[config.mk]
export PLATFORM = sky130hd
export DESIGN_NAME = bccd_core
export DESIGN_NICKNAME = d
export VERILOG_FILES = /design/src/pkg/bccd_pkg.sv /design/src/pkg/bccd_dec_if.sv /design/src/logic/bccd_decode.sv /design/src/logic/bccd_core.sv
export SDC_FILE = /design/constraint.sdc
export NUM_CORES = 2
export LEC_CHECK = 0
export BUFFER_PORTS_ARGS = -buffer_cell sky130_fd_sc_hd__buf_2
export CORE_MARGIN = 2
export CORE_UTILIZATION = 45
export CTS_BUF_LIST = sky130_fd_sc_hd__clkbuf_2
export CTS_CLUSTER_SIZE = 24
export DETAILED_ROUTE_END_ITERATION = 6
export PLACE_DENSITY = 0.58
export SKIP_LAST_GASP = 1
export SLEW_MARGIN = 20
export SYNTH_ARGS = -nofsm -noshare
export SYNTH_HDL_FRONTEND = slang
export SYNTH_SLANG_ARGS = --single-unit
[constraint.sdc]
create_clock -name ref_clk -period 16.65 [get_ports ref_clk]
set_input_delay 1.665 -clock ref_clk [delete_from_list [all_inputs] [get_ports ref_clk]]
set_output_delay 1.665 -clock ref_clk [all_outputs]
set_load 0.005 [all_outputs]
[src/pkg/bccd_pkg.sv]
// Purpose: Shared constants and types for the bit-clear / branch executor
// Assumes: 32-bit Avalon-MM register window with byte addresses
// Notes:   Opcodes, bus offsets, field positions and phase codes
package bccd_pkg;

  // Register map (byte offsets)
  localparam logic [11:0] OFF_CTRL  = 12'h000;
  localparam logic [11:0] OFF_FLAGS = 12'h004;
  localparam logic [11:0] OFF_PGM   = 12'h008;
  localparam logic [11:0] OFF_IDX   = 12'h00c;
  localparam logic [11:0] OFF_INSTR = 12'h010;
  localparam logic [11:0] OFF_STAT  = 12'h014;
  localparam logic [11:0] OFF_ADDR  = 12'h018;
  localparam logic [11:0] OFF_CYC   = 12'h01c;
  localparam logic [1:0]  MEM_WIN   = 2'h1;

  // Field positions
  localparam int CTRL_EXT_BIT = 0;
  localparam int CTRL_BANK_LSB = 8;
  localparam int FLG_C  = 0;
  localparam int FLG_Z  = 1;
  localparam int FLG_OV = 2;
  localparam int FLG_N  = 3;
  localparam int STAT_BUSY  = 0;
  localparam int STAT_TAKEN = 1;
  localparam int STAT_BAD   = 2;
  localparam int STAT_IDX   = 3;

  // Reset values
  localparam logic [3:0]  RST_BANK  = 4'h0;
  localparam logic [3:0]  RST_FLAGS = 4'h0;
  localparam logic [11:0] RST_IDX   = 12'h000;
  localparam logic [15:0] RST_INSTR = 16'h0000;

  // Opcodes
  localparam logic [3:0] BIT_CLEAR_FILE_OP         = 4'h9;
  localparam logic [7:0] BRANCH_ON_NEGATIVE_OP     = 8'he6;
  localparam logic [7:0] BRANCH_ON_NO_CARRY_OP     = 8'he3;
  localparam logic [7:0] BRANCH_ON_NON_NEGATIVE_OP = 8'he7;
  localparam logic [7:0] BRANCH_ON_NO_OVERFLOW_OP  = 8'he5;
  localparam logic [7:0] BRANCH_ON_NONZERO_OP      = 8'he1;

  // Addressing
  localparam logic [7:0] IDX_MAX     = 8'h5f;
  localparam logic [3:0] ACC_HI_BANK = 4'hf;
  localparam logic [3:0] ACC_LO_BANK = 4'h0;

  // Instruction cycle phases
  localparam logic [1:0] PH_Q1 = 2'h0;
  localparam logic [1:0] PH_Q2 = 2'h1;
  localparam logic [1:0] PH_Q3 = 2'h2;
  localparam logic [1:0] PH_Q4 = 2'h3;

  typedef enum logic [1:0] {ST_IDLE, ST_EXEC, ST_NOP} bccd_st_t;

endpackage

[src/pkg/bccd_dec_if.sv]
// Purpose: Carrier between executor core and opcode decoder
// Assumes: Decoder is purely combinational
// Notes:   Core drives instruction context, decoder returns results
`timescale 1ns/1ps
interface bccd_dec_if;
  logic [15:0] instr;
  logic [3:0]  flags;
  logic        ext_en;
  logic [3:0]  bank;
  logic [11:0] idx_base;
  logic        is_clr;
  logic        is_br;
  logic        taken;
  logic        idx_mode;
  logic [2:0]  bit_sel;
  logic [11:0] eff_addr;
  logic [8:0]  disp;

  modport core (output instr, flags, ext_en, bank, idx_base,
                input  is_clr, is_br, taken, idx_mode, bit_sel,
                       eff_addr, disp);
  modport dec  (input  instr, flags, ext_en, bank, idx_base,
                output is_clr, is_br, taken, idx_mode, bit_sel,
                       eff_addr, disp);
endinterface

[src/logic/bccd_decode.sv]
// Purpose: Opcode decode, branch condition and file address resolution
// Assumes: Inputs held stable by the core while an instruction runs
// Notes:   Purely combinational
`timescale 1ns/1ps
module bccd_decode
  import bccd_pkg::*;
(
  bccd_dec_if.dec d
);

  wire logic [7:0]  op_hi;
  wire logic [7:0]  f_addr;
  wire logic        acc_sel;
  wire logic        is_neg_br;
  wire logic        is_nc_br;
  wire logic        is_nn_br;
  wire logic        is_nov_br;
  wire logic        is_nz_br;
  wire logic        cond_ok;
  wire logic [11:0] acc_addr;
  wire logic [11:0] bank_addr;
  wire logic [11:0] idx_addr;

  assign op_hi   = d.instr[15:8];
  assign f_addr  = d.instr[7:0];
  assign acc_sel = ~d.instr[8];

  assign d.is_clr  = (d.instr[15:12] == BIT_CLEAR_FILE_OP);
  assign d.bit_sel = d.instr[11:9];

  assign is_neg_br = (op_hi == BRANCH_ON_NEGATIVE_OP);
  assign is_nc_br  = (op_hi == BRANCH_ON_NO_CARRY_OP);
  assign is_nn_br  = (op_hi == BRANCH_ON_NON_NEGATIVE_OP);
  assign is_nov_br = (op_hi == BRANCH_ON_NO_OVERFLOW_OP);
  assign is_nz_br  = (op_hi == BRANCH_ON_NONZERO_OP);
  assign d.is_br   = is_neg_br | is_nc_br | is_nn_br | is_nov_br | is_nz_br;

  assign cond_ok = (is_neg_br &  d.flags[FLG_N])
                 | (is_nc_br  & ~d.flags[FLG_C])
                 | (is_nn_br  & ~d.flags[FLG_N])
                 | (is_nov_br & ~d.flags[FLG_OV])
                 | (is_nz_br  & ~d.flags[FLG_Z]);
  assign d.taken = cond_ok;

  // Offset already doubled, still signed
  assign d.disp = {d.instr[7:0], 1'b0};

  // Access bank splits at f = 80h between low RAM and the SFR page
  assign acc_addr  = {(f_addr[7] ? ACC_HI_BANK : ACC_LO_BANK), f_addr};
  assign bank_addr = {d.bank, f_addr};
  assign idx_addr  = d.idx_base + {4'h0, f_addr};
  assign d.idx_mode = d.ext_en & acc_sel & (f_addr <= IDX_MAX);
  assign d.eff_addr = d.idx_mode ? idx_addr
                    : (acc_sel ? acc_addr : bank_addr);

endmodule

[src/logic/bccd_core.sv]
// Purpose: Executes bit-clear and conditional branch instructions
// Assumes: Software loads context over Avalon-MM, then writes INSTR
// Notes:   One instruction cycle is four clocks, Q1 to Q4
`timescale 1ns/1ps
module bccd_core
  import bccd_pkg::*;
#(
  parameter int PGM_W   = 21,
  parameter int DMEM_AW = 8,
  parameter int CYC_W   = 16
)(
  input  wire logic        ref_clk,
  input  wire logic        rst_b,
  input  wire logic [11:0] address,
  input  wire logic        read,
  input  wire logic        write,
  input  wire logic [31:0] writedata,
  output logic      [31:0] readdata,
  output logic             waitrequest,
  output logic             exec_busy
);

  if (PGM_W < 10 || PGM_W > 32) begin : g_chk_pgm
    $error("PGM_W must lie in 10..32");
  end
  if (DMEM_AW < 1 || DMEM_AW > 8) begin : g_chk_mem
    $error("DMEM_AW must lie in 1..8");
  end
  if (CYC_W < 1 || CYC_W > 32) begin : g_chk_cyc
    $error("CYC_W must lie in 1..32");
  end

  localparam int DEPTH = 1 << DMEM_AW;

  //////////////////////////////////////////////////////////////////////////
  // State
  //////////////////////////////////////////////////////////////////////////

  bccd_st_t             st_r;
  bccd_st_t             st_nxt;
  logic [1:0]           ph_r;
  logic                 ext_en_r;
  logic [3:0]           bank_r;
  logic [3:0]           flags_r;
  logic [11:0]          idx_base_r;
  logic [15:0]          instr_r;
  logic [PGM_W-1:0]     pgm_ctr_r;
  logic [7:0]           data_r;
  logic [7:0]           res_r;
  logic [DMEM_AW-1:0]   wr_idx_r;
  logic [11:0]          last_addr_r;
  logic                 taken_r;
  logic                 bad_r;
  logic                 last_idx_r;
  logic [CYC_W-1:0]     cyc_cnt_r;
  logic                 rd_hold_r;
  logic [31:0]          rdata_r;
  logic [7:0]           dmem [0:DEPTH-1];

  bccd_dec_if dif ();

  bccd_decode u_dec (
    .d (dif.dec)
  );

  assign dif.instr    = instr_r;
  assign dif.flags    = flags_r;
  assign dif.ext_en   = ext_en_r;
  assign dif.bank     = bank_r;
  assign dif.idx_base = idx_base_r;

  //////////////////////////////////////////////////////////////////////////
  // Bus decode
  //////////////////////////////////////////////////////////////////////////

  wire logic             busy;
  wire logic             wr_go;
  wire logic             rd_go;
  wire logic             sel_ctrl;
  wire logic             sel_flags;
  wire logic             sel_pgm;
  wire logic             sel_idx;
  wire logic             sel_instr;
  wire logic             sel_stat;
  wire logic             sel_addr;
  wire logic             sel_cyc;
  wire logic             sel_mem;
  wire logic [7:0]       win_idx;
  wire logic [DMEM_AW-1:0] bus_midx;
  wire logic [31:0]      rd_mux;

  assign busy      = (st_r != ST_IDLE);
  assign exec_busy = busy;
  assign wr_go     = write & ~busy;
  assign rd_go     = read & ~busy & ~rd_hold_r;

  // Requests stall while an instruction runs; reads take one extra clock
  assign waitrequest = busy ? (read | write) : (read & ~rd_hold_r);

  assign sel_ctrl  = (address == OFF_CTRL);
  assign sel_flags = (address == OFF_FLAGS);
  assign sel_pgm   = (address == OFF_PGM);
  assign sel_idx   = (address == OFF_IDX);
  assign sel_instr = (address == OFF_INSTR);
  assign sel_stat  = (address == OFF_STAT);
  assign sel_addr  = (address == OFF_ADDR);
  assign sel_cyc   = (address == OFF_CYC);
  assign win_idx   = address[9:2];
  assign bus_midx  = win_idx[DMEM_AW-1:0];
  assign sel_mem   = (address[11:10] == MEM_WIN)
                   & ((32'(win_idx) >> DMEM_AW) == 32'h0000_0000);

  assign rd_mux =
      sel_ctrl  ? {20'h0_0000, bank_r, 7'h00, ext_en_r}
    : sel_flags ? {28'h000_0000, flags_r}
    : sel_pgm   ? 32'(pgm_ctr_r)
    : sel_idx   ? {20'h0_0000, idx_base_r}
    : sel_instr ? {16'h0000, instr_r}
    : sel_stat  ? {28'h000_0000, last_idx_r, bad_r, taken_r, busy}
    : sel_addr  ? {20'h0_0000, last_addr_r}
    : sel_cyc   ? 32'(cyc_cnt_r)
    : sel_mem   ? {24'h00_0000, dmem[bus_midx]}
    : 32'h0000_0000;

  always_ff @(posedge ref_clk) begin
    if (!rst_b) begin
      rd_hold_r <= 1'b0;
      rdata_r   <= 32'h0000_0000;
    end else begin
      rd_hold_r <= rd_go;
      if (rd_go) begin
        rdata_r <= rd_mux;
      end
    end
  end

  assign readdata = rdata_r;

  //////////////////////////////////////////////////////////////////////////
  // Software-owned context
  //////////////////////////////////////////////////////////////////////////

  always_ff @(posedge ref_clk) begin
    if (!rst_b) begin
      ext_en_r   <= 1'b0;
      bank_r     <= RST_BANK;
      flags_r    <= RST_FLAGS;
      idx_base_r <= RST_IDX;
      instr_r    <= RST_INSTR;
    end else if (wr_go) begin
      if (sel_ctrl) begin
        ext_en_r <= writedata[CTRL_EXT_BIT];
        bank_r   <= writedata[CTRL_BANK_LSB +: 4];
      end
      // Flags change only by software, never by execution
      if (sel_flags) begin
        flags_r <= writedata[3:0];
      end
      if (sel_idx) begin
        idx_base_r <= writedata[11:0];
      end
      if (sel_instr) begin
        instr_r <= writedata[15:0];
      end
    end
  end

  //////////////////////////////////////////////////////////////////////////
  // Instruction cycle sequencer
  //////////////////////////////////////////////////////////////////////////

  wire logic at_q1;
  wire logic at_q2;
  wire logic at_q3;
  wire logic at_q4;
  wire logic br_jump;

  assign at_q1   = (st_r == ST_EXEC) & (ph_r == PH_Q1);
  assign at_q2   = (st_r == ST_EXEC) & (ph_r == PH_Q2);
  assign at_q3   = (st_r == ST_EXEC) & (ph_r == PH_Q3);
  assign at_q4   = (st_r == ST_EXEC) & (ph_r == PH_Q4);
  assign br_jump = dif.is_br & dif.taken;

  always_comb begin
    st_nxt = st_r;
    case (st_r)
      ST_IDLE: begin
        if (wr_go && sel_instr) begin
          st_nxt = ST_EXEC;
        end
      end
      ST_EXEC: begin
        if (ph_r == PH_Q4) begin
          st_nxt = br_jump ? ST_NOP : ST_IDLE;
        end
      end
      ST_NOP: begin
        if (ph_r == PH_Q4) begin
          st_nxt = ST_IDLE;
        end
      end
      default: st_nxt = ST_IDLE;
    endcase
  end

  always_ff @(posedge ref_clk) begin
    if (!rst_b) begin
      st_r <= ST_IDLE;
      ph_r <= PH_Q1;
    end else begin
      st_r <= st_nxt;
      ph_r <= (st_r == ST_IDLE) ? PH_Q1 : ph_r + 2'h1;
    end
  end

  //////////////////////////////////////////////////////////////////////////
  // Program counter
  //////////////////////////////////////////////////////////////////////////

  wire logic [PGM_W-1:0] disp_ext;

  assign disp_ext = {{(PGM_W-9){dif.disp[8]}}, dif.disp};

  always_ff @(posedge ref_clk) begin
    if (!rst_b) begin
      pgm_ctr_r <= '0;
    end else if (wr_go && sel_pgm) begin
      pgm_ctr_r <= {writedata[PGM_W-1:1], 1'b0};
    end else if (at_q1) begin
      pgm_ctr_r <= pgm_ctr_r + PGM_W'(2);
    end else if (at_q4 && br_jump) begin
      pgm_ctr_r <= pgm_ctr_r + disp_ext;
    end
  end

  //////////////////////////////////////////////////////////////////////////
  // Data path and data memory
  //////////////////////////////////////////////////////////////////////////

  wire logic [DMEM_AW-1:0] ex_midx;
  wire logic [7:0]         clr_mask;

  assign ex_midx  = dif.eff_addr[DMEM_AW-1:0];
  assign clr_mask = ~(8'h01 << dif.bit_sel);

  always_ff @(posedge ref_clk) begin
    if (!rst_b) begin
      data_r      <= 8'h00;
      res_r       <= 8'h00;
      wr_idx_r    <= '0;
      last_addr_r <= 12'h000;
      last_idx_r  <= 1'b0;
    end else begin
      if (at_q2 && dif.is_clr) begin
        data_r      <= dmem[ex_midx];
        wr_idx_r    <= ex_midx;
        last_addr_r <= dif.eff_addr;
        last_idx_r  <= dif.idx_mode;
      end
      if (at_q3) begin
        res_r <= data_r & clr_mask;
      end
    end
  end

  always_ff @(posedge ref_clk) begin
    if (wr_go && sel_mem) begin
      dmem[bus_midx] <= writedata[7:0];
    end else if (at_q4 && dif.is_clr) begin
      dmem[wr_idx_r] <= res_r;
    end
  end

  //////////////////////////////////////////////////////////////////////////
  // Status and cycle count
  //////////////////////////////////////////////////////////////////////////

  always_ff @(posedge ref_clk) begin
    if (!rst_b) begin
      taken_r   <= 1'b0;
      bad_r     <= 1'b0;
      cyc_cnt_r <= '0;
    end else begin
      if (at_q4) begin
        taken_r <= br_jump;
        bad_r   <= ~(dif.is_clr | dif.is_br);
      end
      if (wr_go && sel_cyc) begin
        cyc_cnt_r <= '0;
      end else if (busy && ph_r == PH_Q4) begin
        cyc_cnt_r <= cyc_cnt_r + CYC_W'(1);
      end
    end
  end

  //////////////////////////////////////////////////////////////////////////
  // Checks
  //////////////////////////////////////////////////////////////////////////

  bit_clear_a: assert property (@(posedge ref_clk) disable iff (!rst_b)
    (at_q4 && dif.is_clr)
      |-> (res_r[dif.bit_sel] == 1'b0)
          && ((res_r | ~clr_mask) == (data_r | ~clr_mask)))
    else $error("bit clear result wrong");

  bank_pick_a: assert property (@(posedge ref_clk) disable iff (!rst_b)
    (busy && !dif.idx_mode)
      |-> (dif.eff_addr[11:8] == (instr_r[8] ? bank_r
          : (instr_r[7] ? ACC_HI_BANK : ACC_LO_BANK))))
    else $error("bank selection wrong");

  idx_mode_a: assert property (@(posedge ref_clk) disable iff (!rst_b)
    (at_q2 && dif.is_clr)
      |-> ##2 (last_idx_r == (ext_en_r && !instr_r[8]
               && instr_r[7:0] <= IDX_MAX))
          && (!last_idx_r
              || last_addr_r == idx_base_r + {4'h0, instr_r[7:0]}))
    else $error("indexed offset mode wrong");

  neg_branch_a: assert property (@(posedge ref_clk) disable iff (!rst_b)
    (at_q4 && instr_r[15:8] == BRANCH_ON_NEGATIVE_OP)
      |=> (st_r == ST_NOP) == flags_r[FLG_N])
    else $error("negative branch decision wrong");

  nc_branch_a: assert property (@(posedge ref_clk) disable iff (!rst_b)
    (at_q4 && instr_r[15:8] == BRANCH_ON_NO_CARRY_OP)
      |=> taken_r == !flags_r[FLG_C])
    else $error("no-carry branch decision wrong");

  nn_branch_a: assert property (@(posedge ref_clk) disable iff (!rst_b)
    (at_q1 && instr_r[15:8] == BRANCH_ON_NON_NEGATIVE_OP
     && flags_r[FLG_N])
      |-> ##4 (st_r == ST_IDLE))
    else $error("non-negative branch decision wrong");

  nov_branch_a: assert property (@(posedge ref_clk) disable iff (!rst_b)
    (at_q4 && instr_r[15:8] == BRANCH_ON_NO_OVERFLOW_OP)
      |-> br_jump == !flags_r[FLG_OV])
    else $error("no-overflow branch decision wrong");

  nz_branch_a: assert property (@(posedge ref_clk) disable iff (!rst_b)
    (at_q1 && instr_r[15:8] == BRANCH_ON_NONZERO_OP && !flags_r[FLG_Z])
      |-> ##4 (st_r == ST_NOP))
    else $error("nonzero branch decision wrong");

  br_target_a: assert property (@(posedge ref_clk) disable iff (!rst_b)
    (at_q1 && dif.is_br && dif.taken)
      |-> ##4 (pgm_ctr_r == $past(pgm_ctr_r, 4) + PGM_W'(2)
               + {{(PGM_W-9){instr_r[7]}}, instr_r[7:0], 1'b0}))
    else $error("branch target wrong");

  nop_cycle_a: assert property (@(posedge ref_clk) disable iff (!rst_b)
    (at_q4 && br_jump)
      |=> (st_r == ST_NOP) [*4] ##1 (st_r == ST_IDLE))
    else $error("taken branch length wrong");

  rmw_seq_a: assert property (@(posedge ref_clk) disable iff (!rst_b)
    (at_q1 && dif.is_clr)
      |-> ##4 (st_r == ST_IDLE) && (dmem[wr_idx_r] == $past(res_r)))
    else $error("bit clear sequence wrong");

  flags_keep_a: assert property (@(posedge ref_clk) disable iff (!rst_b)
    busy |=> $stable(flags_r))
    else $error("status flags changed by execution");

endmodule

# After elaboration in Yosys (flattened, before gate mapping)
# Memory sizes are Yosys's and may differ from the RTL's. A register that Yosys moved wholly into a read port is not among the register bits.
# Cells that the tools add are included.
[totals]
regBits = 142
ram_bits = 2048
inputBits = 48
out_inout_bits = 34
word_cells = 138
memories = 1
[memory_table]
columns = ["name", "depth", "width", "read_ports", "rd_ports_with_merged_regs", "wr", "line", "rtl"]
rows = [
  ["dmem", 256, 8, 2, 1, 1, "bccd_core.sv:58", "logic [7:0] dmem [0:DEPTH-1];"],
]
[classes]
addsub = 5
magnitude_cmp = 1
n_eq_ne = 22
shifts = 1
mux = 29
n_bitwise = 37
reduce_logical = 24
[ops]
columns = ["operator", "count"]
rows = [
  ["two-way mux 21 bit", 6],
  ["two-way mux 16 bit", 5],
  ["== test 12 x 5 -> 1 bit, second input constant", 4],
  ["== test 8 bit, second input constant", 5],
  ["== test 12 x 4 -> 1 bit, second input constant", 2],
  ["two-way mux 12 bit", 2],
  ["two-way mux 8 bit", 3],
  ["adder 21 x 2 -> 21 bit, second input constant", 1],
  ["adder 21 bit", 1],
  ["adder 16 x 1 -> 16 bit, second input constant", 1],
  ["bitwise AND 1 bit", 16],
  ["adder 12 x 8 -> 12 bit", 1],
  ["== test 12 x 3 -> 1 bit, second input constant", 1],
  ["logical NOT 12 bit", 1],
  ["OR 1 bit", 10],
  ["inverter 1 bit", 9],
  ["bitwise AND 8 bit", 1],
  ["<= comparator 8 x 7 -> 1 bit, second input constant", 1],
  ["logical AND 1 bit", 8],
  ["two-way mux 2 bit", 4],
  ["inverter 8 bit", 1],
  ["AND reduction 2 bit", 4],
  ["OR reduction 8 bit", 1],
  ["left shift 1 x 3 -> 8 bit, first input constant", 1],
  ["other kinds (15)", 30],
]

# Depth between registers and ports, before layout
[depth]
ltp_word = 11
mapped_depth = 17
ltp_nobuf = 16

# Cells and area by module
# A second synthesis with hierarchy kept.
[unflattened]
hier_cells = 5429
area_unflattened_um2 = 103630.6
[by_module_without_submodules]
columns = ["mod", "n_inst", "cells_per_inst", "area_per_inst_um2"]
rows = [
  ["bccd_core", 1, 5307, 102773.6],
  ["bccd_decode", 1, 122, 857.1],
]

# Worst setup path before layout
# Ideal clock, no wire load.
[synth_timing]
path_kind = "input to register"
from = "input port writedata[0]"
to = "memory dmem[0][0] (data pin)"
arrival_time_ns = 4.698
slack_ns = 11.129
stages = 2
n_path_buf = 0
path_cell_list = "nand2_1 > nand2_1"
[synth_between]
elab_chain_len = 1
[synth_rtl]
columns = ["item", "line", "rtl"]
rows = [
  ["start: declaration", "bccd_core.sv:17", "input wire logic [31:0] writedata,"],
  ["two-way mux 8 bit (no line)", "--", ""],
  ["end: declaration", "bccd_core.sv:58", ""],
]
# No other way between the ends.

# Worst setup path after layout
[layout_timing]
from = "register instr_r[5] (netlist: dif.instr[5])"
to = "register data_r[4], read port of dmem"
[layout_between]
elab_chain_len = 3
[layout_rtl]
columns = ["item", "line", "rtl"]
rows = [
  ["start: declaration", "bccd_core.sv:46", "logic [15:0] instr_r;"],
  ["start signal: assignment", "bccd_core.sv:163", "instr_r <= writedata[15:0];"],
  ["<= comparator 8 x 7 -> 1 bit", "bccd_decode.sv:52", "assign d.idx_mode = d.ext_en & acc_sel & (f_addr <= IDX_MAX);"],
  ["bitwise AND 1 bit", "bccd_decode.sv:52", ""],
  ["two-way mux 12 bit *", "bccd_decode.sv:53", "assign d.eff_addr = d.idx_mode ? idx_addr"],
  ["end: declaration", "bccd_core.sv:48", "logic [7:0] data_r;"],
]
# Every way passes the cells marked *; elsewhere a longest branch is shown, timed or not.
# A chain may end at the register's enable or synchronous reset.

==> summary.md <==
| Metric | Value |
|---|---|
| Number of antenna violations at the first check in global routing | 27 |
| Vias per Instance | 6.72 |
| Grt ovf | 0 |
| Worst endpoint required time | 18.57 ns |
| Synth cell types | 93 |
| Number of enable flip-flop cells after synthesis | 2048 |
| Clock buffer count from CTS | 584 |
| Via count of the first global-routing pass | 72.8k |
| Crit path buffers/inverters | 3 |
| Result of the run | finished clean |
| Die Area | 0.239 mm² |
| Chip width | 489 µm |
| Number of sinks on the clock net | 2178 |
| Starting DRT DRC Count | 11.0k |
| Filler cell count | 20.2k |
| TritonCTS clock tree | built |
| Fraction of power consumed by combinational cells | 0.056 |
| Leakage component of the power | 39.3 nW |
| Crit-path leading delay family | simple AND/OR/NAND/NOR gates |
| Synth Area in Compound Gates | 0.0813 |
| Die outline height | 489 µm |
| WS Path Type | reg2reg |
| Final instance area | 0.115 mm² |
| Power density over cell area | 90.9 mW/mm² |
| Post-synthesis share of cell area spent on and, or, nand and nor gates | 0.0887 |
| Synthesis-stage register bit count | 2178 |
| Worst path cell trace | nand2_2, and4_4, nor2_4, buf_12, buf_12, buf_12, mux2i_1, o22ai_1, nor4_1, nor3_1, nor3_1, o211ai_1, o311a_1 |
| Dominant combinational cell family by area after synthesis | multiplexers |
| Post-layout worst setup margin | 9.55 ns |
| Final clock skew | 0.202 ns |
| Clock root buffer master | clkbuf_2 |
| Most used cell along the critical path | buf_12 |
| Clock Pin Slew Worst Setup and Hold Paths | 0.11 ns |
| Clock latency at the later pin of the worst-skew pair | 2.10 ns |
| Setup crit end kind | flip-flop |
| Number of I/O port buffers | 59 |
| Count of final hold-check violations | 0 |
| Internal Dissipation | 0.00774 W |
| Mux share of post-synthesis cell area | 0.187 |
| Drt wl/cell | 35.1 µm |
| Slew @ Worst Pin | 1.46 ns |
| Net switching share of the total power | 0.258 |
| GR Util All Layers | 0.327 |
| Worst ir drop on vdd | 0.0815 mV |
| Core Util, Final | 0.489 |
| Final-report max-slew violation count | 0 |
| Cell area after synthesis | 0.106 mm² |
| Setup repair after global routing missed its margin | no |
| Number of nets in the layout | 7812 |
| CP max FO | 138 |
| H-tree level count | 6 |
| Relative contribution of the clock network to total power | 0.371 |
| Mean area per synthesized cell | 14.2 µm² |
| Instance count along the most critical hold path | 4 |
| Setup slack on the worst flop-to-flop path | 9.55 ns |
| Net switching power | 0.00269 W |
| Synth Area in XOR/XNOR | 0.00281 |
| Remaining design rule violation count | 0 |
| Row cnt | 178 |
| Max-cap check violation count | 0 |
| Post-CTS Setup Repair Bufs | 0 |
| Area after DPL | 0.109 mm² |
| Detail Placement HPWL | 242 mm |
| Count of mapped cells out of synthesis | 7462 |
| Synthesis Warnings | 0 |
| I/O Pins | 82 |
| Max Clock Freq | 141 MHz |
| Setup TNS | 0 ns |
| Vias post-DR | 75.9k |
| Starting Density | 0.451 |
| Slowest library cell on the worst path | nor3_1 |
| Register share of total power | 0.573 |
| Async S/R FF share, synth | 0 |
| Pin count of the biggest net entering global routing | 139 |
| Multi-input combinational cell area | 0.0390 mm² |
| Hold/Removal Path Class | in2reg |
| Number of iterations in the first detailed-routing pass | 7 |
| Proportion of layout cells with a drive suffix above 1 | 0.242 |
| Kind of start point of the critical path | flip-flop |
| Core region area | 0.235 mm² |
| Synth Flop Type | edfxtp_1 |
| Gp weighted congestion | 0.964 |
| Sequential cell area fraction in the yosys report | 0.606 |
| Arr. time, crit path | 9.02 ns |
| Headroom to the max-slew limit | 0.0262 |
| Sequential cell area | 0.0641 mm² |
| Cell count along the critical path | 13 |
| Post-synthesis share of cell area spent on full adders, half adders and majority gates | 0.00416 |
| Portion of the clock cycle consumed by the worst path in the final layout | 0.426 |
| First-pass GRT wire length | 548 mm |
| Buffers from clock root to sink, at most | 4 |
| Total of endpoints with negative setup slack in the final report | 0 |
| Delay of the slowest cell on the worst path | 0.93 ns |
| Number of routed nets with antenna violations | 0 |
| Worst R2R Path Depth | 13 |
| Final wirelength | 396 mm |
| Post-layout minimum cycle time | 7.10 ns |
| Setup slack at placement | 8.98 ns |
| Layout-stage area growth over the synthesis result | 8.42% |
-- state kept, by name, summed over array words and instances, names as in the netlist, 2 cells and up --
signal and count:
res_r 8, last_addr_r 5, pgm_ctr_r 20, dmem 2048, dif.instr 16, data_r 8, dif.flags 4, dif.idx_base 12
bank_r 4, wr_idx_r 7, st_r 2, readdata 21, ph_r 2, cyc_cnt_r 16
-- routing by layer --
| metal | track usage | part of all wire | wire length, µm | up-vias |
|---|---|---|---|---|
| li1 | - | - | - | 30500 |
| met1 | 0.421 | 0.36 | 144000 | 38400 |
| met2 | 0.471 | 0.43 | 172000 | 5697 |
| met3 | 0.116 | 0.13 | 52600 | 1212 |
| met4 | 0.203 | 0.068 | 27100 | 26 |
| met5 | 0 | 0.00061 | 241 | - |
-- cell usage in the layout (no fill, tap or decap), types with 82 or more instances in the layout --
| cell | Yosys | layout |
|---|---|---|
| clkinv_1 | 1 | 99 |
| nor2_1 | 377 | 344 |
| nand3_1 | 172 | 172 |
| mux2i_1 | 369 | 365 |
| mux4_2 | 703 | 703 |
| a311oi_1 | 83 | 82 |
| buf_4 | 69 | 179 |
| dfxtp_1 | 130 | 130 |
| o22ai_1 | 151 | 151 |
| o21ai_0 | 131 | 129 |
| a21oi_1 | 359 | 359 |
| nor3_1 | 86 | 84 |
| nand2_1 | 1255 | 1230 |
| clkbuf_2 | 0 | 796 |
| edfxtp_1 | 2048 | 2048 |
| and3_1 | 142 | 142 |
| a31oi_1 | 99 | 98 |
| a211oi_1 | 108 | 106 |
-- synthesized netlist by cell type, types with 30 or more instances --
library cell / instances / area share
a311oi_1: 83 / 0.0069
nor2_1: 377 / 0.013
buf_6: 30 / 0.0032
a21oi_1: 359 / 0.017
nand2_1: 1255 / 0.045
ha_1: 32 / 0.0038
and3_1: 142 / 0.0084
nor3_1: 86 / 0.0041
mux4_2: 703 / 0.15
buf_1: 47 / 0.0017
nand3_1: 172 / 0.0081
a2111oi_0: 45 / 0.0037
o22ai_1: 151 / 0.0089
nand2b_1: 30 / 0.0018
edfxtp_1: 2048 / 0.58
buf_4: 69 / 0.0049
clkbuf_1: 274 / 0.0097
a22oi_1: 43 / 0.0031
nor4_1: 56 / 0.0033
dfxtp_1: 130 / 0.025
a31oi_1: 99 / 0.0059
buf_2: 188 / 0.0089
mux2i_1: 369 / 0.035
o221ai_1: 47 / 0.0039
o21ai_0: 131 / 0.0062
a211oi_1: 108 / 0.0077
-- power by group through the flow --
stage               clock [W]  sequential [W]  combinational [W]
floorplan                   0         0.00613           0.000332
global placement            0         0.00611           0.000552
detailed placement          0         0.00611           0.000558
CTS                   0.00391         0.00598           0.000563
global route          0.00417         0.00598           0.000589
finish                0.00387         0.00598           0.000582
-- cell families after synthesis --
| logic type | after synthesis |
|---|---|
| AO/OA/AOI/OAI | 1283 |
| XOR/XNOR | 34 |
| adder cells (fa/ha/maj) | 34 |
| buffers and inverters | 637 |
| flip-flops | 2178 |
| multiplexers | 1098 |
| other | 1 |
| AND/OR/NAND/NOR | 2197 |
-- cell type report --
cell class              instances  area share
clock inverters               167      0.0101
clock buffers                 796      0.0347
flip-flops and latches       2178       0.559
multi-input cells            4657       0.340
inverters                      24    0.000894
diodes                         31    0.000676
repair buffers                285      0.0205
well taps                    3150      0.0343
-- path summary, 6_finish.rpt --
| kind | to | start |
|---|---|---|
| hold reg to reg | res_r[5] | res_r[5] |
| hold / removal | readdata[4] | address[10] |
| setup reg to reg | data_r[4] | dif.instr[5] |
| setup / recovery | data_r[4] | dif.instr[5] |
-- timing repair --
action,4_1_cts,5_1_grt
gates resized for setup,0,0
endpoints found under the hold margin,58,0
hold buffers,22,0
-- per-stage QoR --
| stage | power [W] | std cells | hold WS (ns) |
|---|---|---|---|
| 5_1_grt | 0.0107 | 11300 | 0.0402 |
| 3_5_place_dp | 0.00666 | 10300 | 0.447 |
| 6_report | 0.0104 | 11300 | 0.194 |
| 2_1_floorplan | 0.00646 | 7472 | 0.432 |
| 3_3_place_gp | 0.00666 | 10300 | 0.440 |
| 4_1_cts | 0.0104 | 11300 | 0.0117 |
-- worst register-to-register path: stages (launching register included) --
cell and delay (ns):
dfxtp_1 0.66, nand2_2 0.48, and4_4 0.55, nor2_4 0.84, buf_12 0.66, buf_12 0.69, buf_12 0.59, mux2i_1 0.45
o22ai_1 0.11, nor4_1 0.56, nor3_1 0.13, nor3_1 0.93, o211ai_1 0.15, o311a_1 0.17
Power figures use the tool's default switching activity.
